===== config.mk =====
export PLATFORM = sky130hd
export DESIGN_NAME = ilp_top
export DESIGN_NICKNAME = d
export VERILOG_FILES = /design/src/pkg/ilp_pkg.sv /design/src/core/ilp_edge_latch.sv /design/src/core/ilp_top.sv
export SDC_FILE = /design/constraint.sdc
export NUM_CORES = 1
export LEC_CHECK = 0
export ABC_AREA = 1
export BUFFER_PORTS_ARGS = -buffer_cell sky130_fd_sc_hd__buf_2
export CAP_MARGIN = 30
export CORE_ASPECT_RATIO = 0.5
export CORE_UTILIZATION = 45
export CTS_CLUSTER_SIZE = 40
export DETAILED_ROUTE_END_ITERATION = 6
export PLACE_DENSITY = 0.77
export RECOVER_POWER = 50
export SYNTH_ARGS = -nofsm -noshare
export SYNTH_HDL_FRONTEND = slang
export SYNTH_SLANG_ARGS = --single-unit

===== constraint.sdc =====
create_clock -name ref_clk -period 2.34 [get_ports ref_clk]
set_input_delay 0.468 -clock ref_clk [delete_from_list [all_inputs] [get_ports ref_clk]]
set_output_delay 0.468 -clock ref_clk [all_outputs]
set_load 0.05 [all_outputs]

===== src/pkg/ilp_pkg.sv =====
// constants and types for interrupt entry and low-power wake control
package ilp_pkg;
    localparam logic [7:0] OPT_ADDR = 8'hC8;
    localparam logic [7:0] OPT_RESET = 8'h00;
    localparam logic [7:0] OPT_USED_MASK = 8'h70;
    localparam int SRC1_LEVEL_BIT = 6;
    localparam int SRC2_POL_BIT = 5;
    localparam int GLOBAL_EN_BIT = 4;
    localparam logic [11:0] VEC_SRC0 = 12'hFFC;
    localparam logic [11:0] VEC_SRC1 = 12'hFF6;
    localparam logic [11:0] VEC_SRC2 = 12'hFF4;
    localparam logic [11:0] VEC_SRC3 = 12'hFF2;
    localparam logic [11:0] VEC_SRC4 = 12'hFF0;
    localparam logic [2:0] SRC_NMI = 3'h0;
    localparam logic [2:0] SRC_1 = 3'h1;
    localparam logic [2:0] SRC_2 = 3'h2;
    localparam logic [2:0] SRC_3 = 3'h3;
    localparam logic [2:0] SRC_4 = 3'h4;
    localparam int NUM_EDGE = 3;
    localparam int STAB_CYCLES = 2048;
    localparam logic [11:0] PC_RESET = 12'h000;

    typedef enum logic [1:0] {
        ILP_FLAGS_NORMAL = 2'h0,
        ILP_FLAGS_INTR = 2'h1,
        ILP_FLAGS_NMI = 2'h2
    } ilp_flags_t;

    typedef enum logic [2:0] {
        ILP_RUN = 3'h0,
        ILP_PUSH = 3'h1,
        ILP_VECT = 3'h3,
        ILP_WAIT = 3'h4,
        ILP_STOP = 3'h2,
        ILP_STAB = 3'h6
    } ilp_state_t;
endpackage


===== src/core/ilp_edge_latch.sv =====
// edge request latch with selectable polarity and clear
`timescale 1ns/1ns
`default_nettype none
module ilp_edge_latch (
    input wire logic ref_clk,
    input wire logic rst_n,
    input wire logic line_in,
    input wire logic rise_sel,
    input wire logic clr,
    output logic flag
);
    logic prev_reg;
    logic flag_reg;
    logic flag_next;
    wire rise_ev = line_in & ~prev_reg;
    wire fall_ev = ~line_in & prev_reg;
    wire edge_ev = rise_sel ? rise_ev : fall_ev;

    // a new edge wins over the clear
    assign flag_next = edge_ev | (flag_reg & ~clr);
    assign flag = flag_reg;

    always_ff @(posedge ref_clk or negedge rst_n) begin
        if (!rst_n) begin
            prev_reg <= 1'b1;
            flag_reg <= 1'b0;
        end else begin
            prev_reg <= line_in;
            flag_reg <= flag_next;
        end
    end
endmodule
`default_nettype wire


===== src/core/ilp_top.sv =====
// interrupt entry, return and wait/stop sequencing
`timescale 1ns/1ns
`default_nettype none
module ilp_top #(
    parameter int STAB_CYCLES = ilp_pkg::STAB_CYCLES
) (
    input wire logic ref_clk,
    input wire logic rst_n,
    input wire logic instr_end,
    input wire logic wait_instr,
    input wire logic stop_instr,
    input wire logic return_from_intr,
    input wire logic [11:0] pc_current,
    input wire logic data_wr,
    input wire logic [7:0] data_addr,
    input wire logic [7:0] data_wdata,
    input wire logic bit_op,
    input wire logic nmi_line_n,
    input wire logic src1_line_n,
    input wire logic src2_line,
    input wire logic timer1_zero_flag,
    input wire logic timer1_intr_enable,
    input wire logic timer2_zero_flag,
    input wire logic timer2_intr_enable,
    input wire logic conv_eoc,
    input wire logic conv_intr_enable,
    input wire logic wdg_hw_option,
    input wire logic wdg_sw_enable,
    output logic core_hold,
    output logic osc_run,
    output logic stack_push,
    output logic [11:0] stack_push_pc,
    output logic stack_pop,
    output logic pc_load,
    output logic [11:0] pc_vector,
    output logic [1:0] flag_set
);
    localparam int STAB_W = $clog2(STAB_CYCLES + 1);
    localparam logic [STAB_W-1:0] STAB_LOAD =
        STAB_W'(STAB_CYCLES - 1);

    ilp_pkg::ilp_state_t state_reg;
    ilp_pkg::ilp_state_t state_next;
    ilp_pkg::ilp_flags_t mode_reg;
    ilp_pkg::ilp_flags_t mode_next;
    ilp_pkg::ilp_flags_t nmi_ret_reg;
    ilp_pkg::ilp_flags_t nmi_ret_next;
    logic [7:0] interrupt_option_reg;
    logic [2:0] src_sel_reg;
    logic [2:0] src_sel_next;
    logic [STAB_W-1:0] stab_cnt_reg;
    logic [STAB_W-1:0] stab_cnt_next;
    logic core_hold_reg;
    logic osc_run_reg;
    logic stack_push_reg;
    logic [11:0] stack_push_pc_reg;
    logic stack_pop_reg;
    logic pc_load_reg;
    logic [11:0] pc_vector_reg;
    logic [1:0] flag_set_reg;
    logic [ilp_pkg::NUM_EDGE-1:0] edge_line;
    logic [ilp_pkg::NUM_EDGE-1:0] edge_rise;
    logic [ilp_pkg::NUM_EDGE-1:0] edge_clr;
    logic [ilp_pkg::NUM_EDGE-1:0] edge_flag;

    // option register fields
    wire global_intr_enable = interrupt_option_reg[ilp_pkg::GLOBAL_EN_BIT];
    wire src1_level_select = interrupt_option_reg[ilp_pkg::SRC1_LEVEL_BIT];
    wire src2_edge_polarity = interrupt_option_reg[ilp_pkg::SRC2_POL_BIT];

    // full-byte writes only; bit operations leave it alone
    wire opt_wr = data_wr & (data_addr == ilp_pkg::OPT_ADDR) & ~bit_op;

    // edge latches: nmi, source 1, source 2
    assign edge_line = {src2_line, src1_line_n, nmi_line_n};
    assign edge_rise = {src2_edge_polarity, 1'b0, 1'b0};

    genvar gi;
    generate
        for (gi = 0; gi < ilp_pkg::NUM_EDGE; gi++) begin : g_edge
            ilp_edge_latch u_latch (
                .ref_clk(ref_clk),
                .rst_n(rst_n),
                .line_in(edge_line[gi]),
                .rise_sel(edge_rise[gi]),
                .clr(edge_clr[gi]),
                .flag(edge_flag[gi])
            );
        end
    endgenerate

    // source requests
    wire req1 = src1_level_select ? ~src1_line_n : edge_flag[1];
    wire req2 = edge_flag[2];
    wire req3 = (timer1_zero_flag & timer1_intr_enable)
              | (timer2_zero_flag & timer2_intr_enable);
    wire req4 = conv_eoc & conv_intr_enable;
    wire mask_any = req1 | req2 | req3 | req4;

    // acceptance and priority
    wire nmi_ok = edge_flag[0] & (mode_reg != ilp_pkg::ILP_FLAGS_NMI);
    wire mask_ok = global_intr_enable & mask_any
                 & (mode_reg == ilp_pkg::ILP_FLAGS_NORMAL);
    wire accept = nmi_ok | mask_ok;
    wire [2:0] src_pick = nmi_ok ? ilp_pkg::SRC_NMI :
                          req1 ? ilp_pkg::SRC_1 :
                          req2 ? ilp_pkg::SRC_2 :
                          req3 ? ilp_pkg::SRC_3 : ilp_pkg::SRC_4;

    // any enabled request; also the wake condition
    wire pend_enabled = global_intr_enable & (edge_flag[0] | mask_any);
    wire wdg_on = wdg_hw_option | wdg_sw_enable;
    wire lp_go = instr_end & (wait_instr | stop_instr)
               & ~pend_enabled;
    wire stop_go = lp_go & stop_instr & ~wdg_on;
    wire run_st = state_reg == ilp_pkg::ILP_RUN;
    wire return_from_intr_go = return_from_intr & run_st;

    // next state
    always_comb begin
        state_next = state_reg;
        stab_cnt_next = stab_cnt_reg;
        case (state_reg)
            ilp_pkg::ILP_RUN: begin
                if (instr_end && accept) begin
                    state_next = ilp_pkg::ILP_PUSH;
                end else if (stop_go) begin
                    state_next = ilp_pkg::ILP_STOP;
                end else if (lp_go) begin
                    state_next = ilp_pkg::ILP_WAIT;
                end
            end
            ilp_pkg::ILP_PUSH: begin
                state_next = ilp_pkg::ILP_VECT;
            end
            ilp_pkg::ILP_VECT: begin
                state_next = ilp_pkg::ILP_RUN;
            end
            ilp_pkg::ILP_WAIT: begin
                if (pend_enabled) begin
                    // no stabilisation wait here
                    state_next = accept ? ilp_pkg::ILP_PUSH
                                        : ilp_pkg::ILP_RUN;
                end
            end
            ilp_pkg::ILP_STOP: begin
                if (pend_enabled) begin
                    state_next = ilp_pkg::ILP_STAB;
                    stab_cnt_next = STAB_LOAD;
                end
            end
            ilp_pkg::ILP_STAB: begin
                if (stab_cnt_reg == '0) begin
                    state_next = accept ? ilp_pkg::ILP_PUSH
                                        : ilp_pkg::ILP_RUN;
                end else begin
                    stab_cnt_next = stab_cnt_reg - 1'b1;
                end
            end
            default: begin
                state_next = ilp_pkg::ILP_RUN;
            end
        endcase
    end

    wire go_push = (state_next == ilp_pkg::ILP_PUSH)
                 & (state_reg != ilp_pkg::ILP_PUSH);

    // latch clear on entry
    generate
        for (gi = 0; gi < ilp_pkg::NUM_EDGE; gi++) begin : g_clr
            assign edge_clr[gi] = go_push & (src_pick == 3'(gi));
        end
    endgenerate

    // flag set switching and return
    always_comb begin
        mode_next = mode_reg;
        nmi_ret_next = nmi_ret_reg;
        if (go_push && nmi_ok) begin
            mode_next = ilp_pkg::ILP_FLAGS_NMI;
            nmi_ret_next = mode_reg;
        end else if (go_push) begin
            mode_next = ilp_pkg::ILP_FLAGS_INTR;
        end else if (return_from_intr_go) begin
            if (mode_reg == ilp_pkg::ILP_FLAGS_NMI) begin
                mode_next = nmi_ret_reg;
            end else begin
                mode_next = ilp_pkg::ILP_FLAGS_NORMAL;
            end
        end
    end

    assign src_sel_next = go_push ? src_pick : src_sel_reg;
    wire [11:0] vec_sel =
        (src_sel_reg == ilp_pkg::SRC_NMI) ? ilp_pkg::VEC_SRC0 :
        (src_sel_reg == ilp_pkg::SRC_1) ? ilp_pkg::VEC_SRC1 :
        (src_sel_reg == ilp_pkg::SRC_2) ? ilp_pkg::VEC_SRC2 :
        (src_sel_reg == ilp_pkg::SRC_3) ? ilp_pkg::VEC_SRC3 :
        ilp_pkg::VEC_SRC4;
    wire [7:0] opt_next = data_wdata & ilp_pkg::OPT_USED_MASK;

    // reset clears everything back to run
    always_ff @(posedge ref_clk or negedge rst_n) begin
        if (!rst_n) begin
            state_reg <= ilp_pkg::ILP_RUN;
            mode_reg <= ilp_pkg::ILP_FLAGS_NORMAL;
            nmi_ret_reg <= ilp_pkg::ILP_FLAGS_NORMAL;
            src_sel_reg <= ilp_pkg::SRC_NMI;
            stab_cnt_reg <= '0;
        end else begin
            state_reg <= state_next;
            mode_reg <= mode_next;
            nmi_ret_reg <= nmi_ret_next;
            src_sel_reg <= src_sel_next;
            stab_cnt_reg <= stab_cnt_next;
        end
    end

    always_ff @(posedge ref_clk or negedge rst_n) begin
        if (!rst_n) begin
            interrupt_option_reg <= ilp_pkg::OPT_RESET;
        end else if (opt_wr) begin
            interrupt_option_reg <= opt_next;
        end
    end

    // registered core-side outputs
    always_ff @(posedge ref_clk or negedge rst_n) begin
        if (!rst_n) begin
            core_hold_reg <= 1'b0;
            osc_run_reg <= 1'b1;
            stack_push_reg <= 1'b0;
            stack_push_pc_reg <= ilp_pkg::PC_RESET;
            stack_pop_reg <= 1'b0;
            pc_load_reg <= 1'b0;
            pc_vector_reg <= ilp_pkg::PC_RESET;
            flag_set_reg <= ilp_pkg::ILP_FLAGS_NORMAL;
        end else begin
            core_hold_reg <= state_next != ilp_pkg::ILP_RUN;
            osc_run_reg <= state_next != ilp_pkg::ILP_STOP;
            stack_push_reg <= go_push;
            if (go_push) begin
                stack_push_pc_reg <= pc_current;
            end
            stack_pop_reg <= return_from_intr_go;
            pc_load_reg <= state_reg == ilp_pkg::ILP_PUSH;
            if (state_reg == ilp_pkg::ILP_PUSH) begin
                pc_vector_reg <= vec_sel;
            end
            flag_set_reg <= mode_next;
        end
    end

    assign core_hold = core_hold_reg;
    assign osc_run = osc_run_reg;
    assign stack_push = stack_push_reg;
    assign stack_push_pc = stack_push_pc_reg;
    assign stack_pop = stack_pop_reg;
    assign pc_load = pc_load_reg;
    assign pc_vector = pc_vector_reg;
    assign flag_set = flag_set_reg;
endmodule
`default_nettype wire


==> results.md, run 1 <==
- DIE WIDTH: 108 µm
- Sw Share: 50.8%
- Clock slew at reported path FFs: 0.10 ns
- Slowest-stage cell, CP: dfrtp_1
- Slack of the worst reg-to-reg path: 0.40 ns
- FFs w/ async S/R, synth: 100%
- Crit Path Category: reg -> reg
- Clock sinks: 52
- Levels on crit path: 12
- Number of global-route vias before repair: 2074
- Syn Nets: 349
- Initial DRC Count: 84
- Synthesized flop and latch total: 52
- I/O pin count: 78
- Final setup vio count: 0
- Cell Rows: 18
- RSZ-0062 raised after global routing: no
- Nets: 417
- Logic pwr share: 49.6%
- Number of synthesized flops with an enable pin: 0
- Top cells by area, synth: dfrtp_1 (48%), nand2_1 (15%), inv_1 (4.8%), dfstp_2 (4.2%), nand3_1 (3.6%)
- Sum Neg Setup Slack: 0 ns
- Worst r2r src: stab_cnt_reg[0]
- Worst setup EP type: flop
- CTS buffer count: 5
- Synth area leader: dfrtp_1
- Detailed Place HPWL: 4040 µm
- CP max stage delay: 0.39 ns
- DRT antenna net count: 0
- Worst min-delay path startpoint: src2_line
- FF-to-FF path depth: 12
- Synth Flop Type: dfrtp_1
- Leak: 1.56 nW
- R2r endpoint: stack_push_pc[1]
- DRC Markers: 0
- Core ar.: 0.00513 mm²
- P_sw: 0.00198 W
- Clock Root Buffer: clkbuf_8
- Fmax: 516 MHz
- First-pass detailed-route iteration total: 4
- Critical path, cell by cell: inv_1 -> ha_1 -> nand3_1 -> nor3_2 -> nand3_1 -> nand2_1 -> nand2_2 -> nand2_4 -> nand2_4 -> inv_4 -> nand2_1 -> nand2_1
- Share of cells above drive strength 1: 26.8%
- Avg Vias per Cell: 4.98
- Mapped Cells: 301
- Power Density: 1320 mW/mm²
- Layout area overhead: 17.3%
- Mean Syn Cell Area: 8.34 µm²
- Die height: 54.8 µm
- Synth warn: 0
- H-Tree Depth: 2
- Total setup buffers inserted after CTS: 0
- Dpl cell area: 0.00288 mm²
- GRT Util Overall: 19.8%
- Max-cap violations: 0
- Grt ovf: 0
- Pins Over Slew Limit: 0
- Hold buffer count at cts: 0
- Critical Path Source: stab_cnt_reg[0]
- CP required: 2.60 ns
- Total Wirelength: 5370 µm
- Routed wire length per instance: 12.2 µm
- Pint: 0.00192 W
- Hold Path Class: in -> reg
- Initial antenna violation count: 0
- Fill cell count: 474
- Flop pwr share: 37.2%
- Worst setup path end: stack_push_pc[1]
- Post-synth top area share: 47.9%
- Final Skew: 0.00714 ns
- Bufs and invs on worst path: 2
- First-pass GRT wire length: 8710 µm
- Final Critical Period: 1.94 ns
- Final GP Congestion: 0.822
- Ant. Diodes: 0
- Distinct cells, synth: 36
- Worst vdd ir: 0.000694 V
- Largest net degree at the start of global routing: 53
- Finished Cell Area: 0.00294 mm²
- Clock Latency Late Sink: 0.31 ns
- Crit-path max FO: 22
- DR vias: 2191
- Status: finished, final reports clean
- Clk network pwr share: 13.2%
- Post-Syn Area: 0.00251 mm²
- Post-synthesis sequential area ratio: 52.0%
- Total die area: 0.00590 mm²
- Final Hold Fails: 0
- Crit path launch type: flop
- Post_cts resized: 0
- Port Buf Inserts: 71
- CTS tree: yes
- Rel. slew slack: 17.0%
- Worst Tran Pin Value: 1.25 ns
- Starting density of the core: 48.9%
- CTS max path bufs: 2
- WP data arrival: 2.19 ns
- Most used cell along the critical path: nand2_1
- Critical path's top delay family: simple AND/OR/NAND/NOR gates
- Final period utilization: 82.8%
## through the flow
stage	hold WS, ns	setup WS [ns]	cells	total power, W	util, %
final	0.235	0.404	440	0.00389	57.3
after global routing	0.238	0.140	440	0.00416	57.3
after CTS	0.148	0.408	440	0.00392	57.8
after detailed placement	0.466	0.319	432	0.00341	56.1
after global placement	0.454	0.380	432	0.00333	56.1
after floorplan	0.172	0.589	301	0.00301	-
## layout make-up
| cell class | count | area [µm²] | area share [%] |
|---|---|---|---|
| sequential | 52 | 1310 | 44.4 |
| multi-input combinational | 203 | 980 | 33.3 |
| timing repair buffer | 72 | 349 | 11.9 |
| inverter | 35 | 134 | 4.55 |
| tap | 70 | 87.6 | 2.97 |
| clock buffer | 5 | 68.8 | 2.34 |
| clock inverter | 3 | 18.8 | 0.637 |
## Yosys cell counts (3+ instances only)
cell type and number:
nand4_1 4, nand2_1 103, nor3_2 3, dfrtp_1 48
nor3_1 6, a21oi_1 7, inv_1 32, nand2_2 5
o21ai_0 8, buf_4 9, nor2_1 19, nand3_1 18
dfstp_2 4, mux2_2 3, o21ai_1 4
## worst reg2reg max path, cell delays in order (launching register included)
cell	delay (ns)
dfrtp_1	0.39
inv_1	0.09
ha_1	0.17
nand3_1	0.14
nor3_2	0.21
nand3_1	0.11
nand2_1	0.10
nand2_2	0.06
nand2_4	0.11
nand2_4	0.18
inv_4	0.19
nand2_1	0.08
nand2_1	0.06
## layer usage
metal / vias to the layer above / GRT usage (%) / share of wire (%)
li1: 1080 / - / -
met1: 1059 / 21.0 / 42
met2: 43 / 38.5 / 52
met3: 9 / 4.52 / 3.4
met4: 0 / 10.3 / 1.6
met5: - / 0 / 0
## power by group through the flow
stage / clock, W / sequential, W / combinational, W
CTS: 0.000518 / 0.00144 / 0.00196
floorplan: 0 / 0.00201 / 0.000999
global placement: 0 / 0.00144 / 0.00189
finish: 0.000513 / 0.00145 / 0.00193
global route: 0.000548 / 0.00149 / 0.00211
detailed placement: 0 / 0.00145 / 0.00195
## kinds of logic (layout without fill, tap and decap cells)
logic type	after synthesis	in the layout	synth area share [%]
AND/OR/NAND/NOR	169	169	29.9
buffers and inverters	46	115	8.92
multiplexers	3	3	1.35
adder cells (fa/ha/maj)	1	1	0.498
other	1	1	0.149
flip-flops	52	52	52.0
XOR/XNOR	1	1	0.349
AO/OA/AOI/OAI	28	28	6.78
## worst min path at each step
| stage | to | slack [ns] | depth (start not counted) |
|---|---|---|---|
| after CTS | g_edge[0].u_latch.flag | 0.15 | 2 |
| after floorplan | core_hold | 0.17 | 0 |
| after global placement | pc_vector[2] | 0.45 | 2 |
| after detailed placement | stack_push_pc[2] | 0.47 | 2 |
| after global routing | g_edge[0].u_latch.prev_reg | 0.24 | 1 |
| final | g_edge[2].u_latch.prev_reg | 0.24 | 1 |
## placed cells by master, fill, tap and decap left out, drive strengths merged, types with 2 or more instances in the layout
cell and count:
buf 62, or2 2, clkbuf 15, nand3 19
a21oi 7, nand2 110, inv 35, nor2 21
nor3b 2, nand4 4, mux2 3, o21ai 14
nor3 9, dfrtp 48, dfstp 4, clkinv 3
Note: power is estimated with default switching activity, not from simulation.
==> run 2: changes to the inputs <==
--- a/config.mk
+++ b/config.mk
@@ -5,14 +5,14 @@
 export SDC_FILE = /design/constraint.sdc
 export NUM_CORES = 1
 export LEC_CHECK = 0
-export ABC_AREA = 1
+export ABC_AREA = 0
 export BUFFER_PORTS_ARGS = -buffer_cell sky130_fd_sc_hd__buf_2
 export CAP_MARGIN = 30
 export CORE_ASPECT_RATIO = 0.5
 export CORE_UTILIZATION = 45
 export CTS_CLUSTER_SIZE = 40
 export DETAILED_ROUTE_END_ITERATION = 6
-export PLACE_DENSITY = 0.77
+export PLACE_DENSITY = 0.76
 export RECOVER_POWER = 50
 export SYNTH_ARGS = -nofsm -noshare
 export SYNTH_HDL_FRONTEND = slang
==> constraint.sdc (replaced) <==
create_clock -name ref_clk -period 1.85 [get_ports ref_clk]
set_input_delay 0.37 -clock ref_clk [delete_from_list [all_inputs] [get_ports ref_clk]]
set_output_delay 0.37 -clock ref_clk [all_outputs]
set_load 0.05 [all_outputs]
==> results.md, run 2 <==
- H-Tree Depth: 2 (unchanged)
- Final Critical Period: 2.05 ns (was 1.94 ns)
- First-pass GRT wire length: 9650 µm (was 8710 µm)
- Final Skew: 0.00915 ns (was 0.00714 ns)
- Leak: 1.77 nW (was 1.56 nW)
- WP data arrival: 2.23 ns (was 2.19 ns)
- Synth area leader: dfrtp_1 (unchanged)
- Seq. cell area: 0.00131 mm² (about the same)
- CP max stage delay: 0.41 ns (was 0.39 ns)
- DIE WIDTH: 108 µm (about the same)
- Share of cells above drive strength 1: 51.8% (was 26.8%)
- Cell Rows: 18 (unchanged)
- Total die area: 0.00597 mm² (was 0.00590 mm²)
- Largest net degree at the start of global routing: 24 (was 53)
- Number of global-route vias before repair: 2141 (was 2074)
- Crit path launch type: flop (unchanged)
- Pins Over Slew Limit: 0 (unchanged)
- Total Wirelength: 6350 µm (was 5370 µm)
- Detailed Place HPWL: 4290 µm (was 4040 µm)
- Final Hold Fails: 0 (unchanged)
- Fill cell count: 372 (was 474)
- Synth Flop Type: dfrtp_1 (unchanged)
- Crit-path max FO: 4 (was 22)
- Worst r2r src: stab_cnt_reg[7] (was stab_cnt_reg[0])
- Count leader, synth: dfrtp_1 (was nand2_1)
- Nets: 402 (was 417)
- GRT Util Overall: 21.3% (was 19.8%)
- Slack of the worst reg-to-reg path: -0.20 ns (was 0.40 ns)
- Worst setup EP type: flop (unchanged)
- DP Cell Count: 403 (was 432)
- Most used cell along the critical path: buf_4 (was nand2_1)
- Commonest non-fill, non-tap cells in the layout: buf_2 (68), buf_4 (47), dfrtp_1 (46) (was nand2_1 (103), buf_2 (62), dfrtp_1 (48))
- CP required: 2.03 ns (was 2.60 ns)
- Clock Latency Late Sink: 0.29 ns (was 0.31 ns)
- Syn Nets: 281 (was 349)
- Grt ovf: 0 (unchanged)
- DRC Markers: 0 (unchanged)
- CTS tree: yes (unchanged)
- Post-Syn Area: 0.00254 mm² (was 0.00251 mm²)
- Sum Neg Setup Slack: -3.71 ns (was 0 ns)
- Core ar.: 0.00518 mm² (was 0.00513 mm²)
- CTS buffer count: 5 (unchanged)
- R2r endpoint: nmi_ret_reg[0] (was stack_push_pc[1])
- Worst min-delay path startpoint: nmi_line_n (was src2_line)
- FFs w/ async S/R, synth: 100% (unchanged)
- DRT antenna net count: 0 (unchanged)
- Status: complete, but fails checks (was finished, final reports clean)
- Clock sinks: 52 (unchanged)
- Routed wire length per instance: 15.0 µm (was 12.2 µm)
- Die height: 55.1 µm (was 54.8 µm)
- Final setup vio count: 25 (was 0)
- Max-cap violations: 0 (unchanged)
- Power Density: 1560 mW/mm² (was 1320 mW/mm²)
- Clock slew at reported path FFs: 0.07 ns (was 0.10 ns)
- Total power after layout: 0.00568 W (was 0.00389 W)
- Mean Syn Cell Area: 10.9 µm² (was 8.34 µm²)
- Initial DRC Count: 65 (was 84)
- Rel. slew slack: 53.7% (was 17.0%)
- Post-synth top area share: 47.3% (was 47.9%)
- Hold_ws: 0.168 ns (was 0.235 ns)
- Worst vdd ir: 0.00124 V (was 0.000694 V)
- Area of the multi-input gates: 0.00123 mm² (was 980 µm²)
- Number of synthesized flops with an enable pin: 0 (unchanged)
- Fmax: 487 MHz (was 516 MHz)
- DR vias: 2225 (was 2191)
- FF-to-FF path depth: 7 (was 12)
- Failing checks: setup timing
- Ant. Diodes: 0 (unchanged)
- Port Buf Inserts: 71 (unchanged)
- Worst Tran Pin Value: 0.694 ns (was 1.25 ns)
- I/O pin count: 78 (unchanged)
- Dpl cell area: 0.00327 mm² (was 0.00288 mm²)
- Worst setup margin: -0.203 ns (was 0.404 ns)
- Critical path, cell by cell: nor4_4 -> buf_4 -> nand4_1 -> o211ai_1 -> buf_4 -> nand2_4 -> mux2_4 (was inv_1 -> ha_1 -> nand3_1 -> nor3_2 -> nand3_1 -> nand2_1 -> nand2_2 -> nand2_4 -> nand2_4 -> inv_4 -> nand2_1 -> nand2_1)
- Post-synth top cells: dfrtp_1 (48), nor2_1 (20), mux2_2 (19) (was nand2_1 (103), dfrtp_1 (48), inv_1 (32))
- RSZ-0062 raised after global routing: yes (was no)
- Clock Root Buffer: clkbuf_16 (was clkbuf_8)
- Distinct cells, synth: 65 (was 36)
- Starting density of the core: 49.1% (was 48.9%)
- Avg Vias per Cell: 5.24 (was 4.98)
- Final period utilization: 111% (was 82.8%)
- Finished Layout Cells: 425 (was 440)
- Finished Cell Area: 0.00363 mm² (was 0.00294 mm²)
- Synth warn: 0 (unchanged)
- Critical Path Source: stab_cnt_reg[7] (was stab_cnt_reg[0])
- Synthesized flop and latch total: 52 (unchanged)
- Final GP Congestion: 0.811 (was 0.822)
- First-pass detailed-route iteration total: 4 (unchanged)
- Hold Path Class: in -> reg (unchanged)
- Layout area overhead: 42.9% (was 17.3%)
- Initial antenna violation count: 0 (unchanged)
- Crit Path Category: reg -> reg (unchanged)
- Hold Path Depth: 1 (unchanged)
- Worst hold endpoint: g_edge[0].u_latch.prev_reg (was g_edge[2].u_latch.prev_reg)
- Slowest-stage cell, CP: dfrtp_1 (unchanged)
- Post-synthesis sequential area ratio: 51.4% (was 52.0%)
- Mapped Cells: 233 (was 301)
- CTS max path bufs: 2 (unchanged)
- Commonest non-fill, non-tap cell in the layout: buf_2 (was nand2_1)
- Top cells by area, synth: dfrtp_1 (47%), mux2_2 (8.4%), dfstp_2 (4.1%), nor2_1 (3.0%), nand2_1 (2.7%) (was dfrtp_1 (48%), nand2_1 (15%), inv_1 (4.8%), dfstp_2 (4.2%), nand3_1 (3.6%))
run 2: cell families (layout without fill, tap and decap cells):
group | Yosys count | count (layout) | synth area share (%)
and+or+nand+nor | 88 | 88 | 20.1
other | 1 | 1 | 0.148
adders and majority gates | 1 | 1 | 0.492
buffers and inverters | 26 | 148 | 5.42
muxes | 23 | 23 | 10.0
DFF | 52 | 52 | 51.4
xor gates and xnor gates | 4 | 4 | 1.38
AOI/OAI and AO/OA | 38 | 38 | 11.1
run 2: area by class of cell:
class	instances	area share (%)
clock buffers	5	3.45
clock inverters	3	0.758
inverters	11	1.14
multi-input cells	155	33.9
flip-flops and latches	52	36.0
well taps	70	2.41
repair buffers	129	22.3
run 2: worst max-delay path: cells and delay by family, from the launching register on:
| family | cells | cell delay [ns] |
|---|---|---|
| AND/OR/NAND/NOR | 3 | 0.54 |
| flip-flops | 1 | 0.41 |
| buffers and inverters | 2 | 0.39 |
| multiplexers | 1 | 0.31 |
| AO/OA/AOI/OAI | 1 | 0.29 |
run 2: repair_timing:
action,in CTS,in global routing
endpoints found under the setup margin,28,33
endpoints found under the hold margin,10,0
pin swaps,10,11
gates resized for setup,13,17
buffers inserted,9,7
hold buffers,1,0
run 2: power by group:
part           leakage [nW]  internal, W  total, W  switching, W
clock network        0.0719     0.000514  0.000953      0.000439
logic                  1.10      0.00114   0.00302       0.00189
registers             0.592      0.00151   0.00171      0.000200
total                  1.77      0.00316   0.00568       0.00252
run 2: metrics by stage:
step	utilization, %	setup WS [ns]
2_1_floorplan	-	-0.252
3_3_place_gp	63.1	-0.295
3_5_place_dp	63.1	-0.374
4_1_cts	68.8	-0.168
5_1_grt	70.1	-0.295
6_report	70.1	-0.203
run 2: how the worst max path moves through the flow:
stage,endpoint,slack (ns)
2_1_floorplan,core_hold,-0.25
3_3_place_gp,stack_push_pc[3],-0.29
3_5_place_dp,stack_push_pc[5],-0.37
4_1_cts,core_hold,-0.17
5_1_grt,nmi_ret_reg[0],-0.29
6_report,nmi_ret_reg[0],-0.20
run 2: layer usage:
layer	share of wire, %	track usage, %	wire length [µm]	vias up
li1	-	-	-	1070
met1	43	26.2	2710	1081
met2	52	40.6	3320	66
met3	4.0	3.51	253	8
met4	1.2	5.41	74	0
met5	0	0	0	-
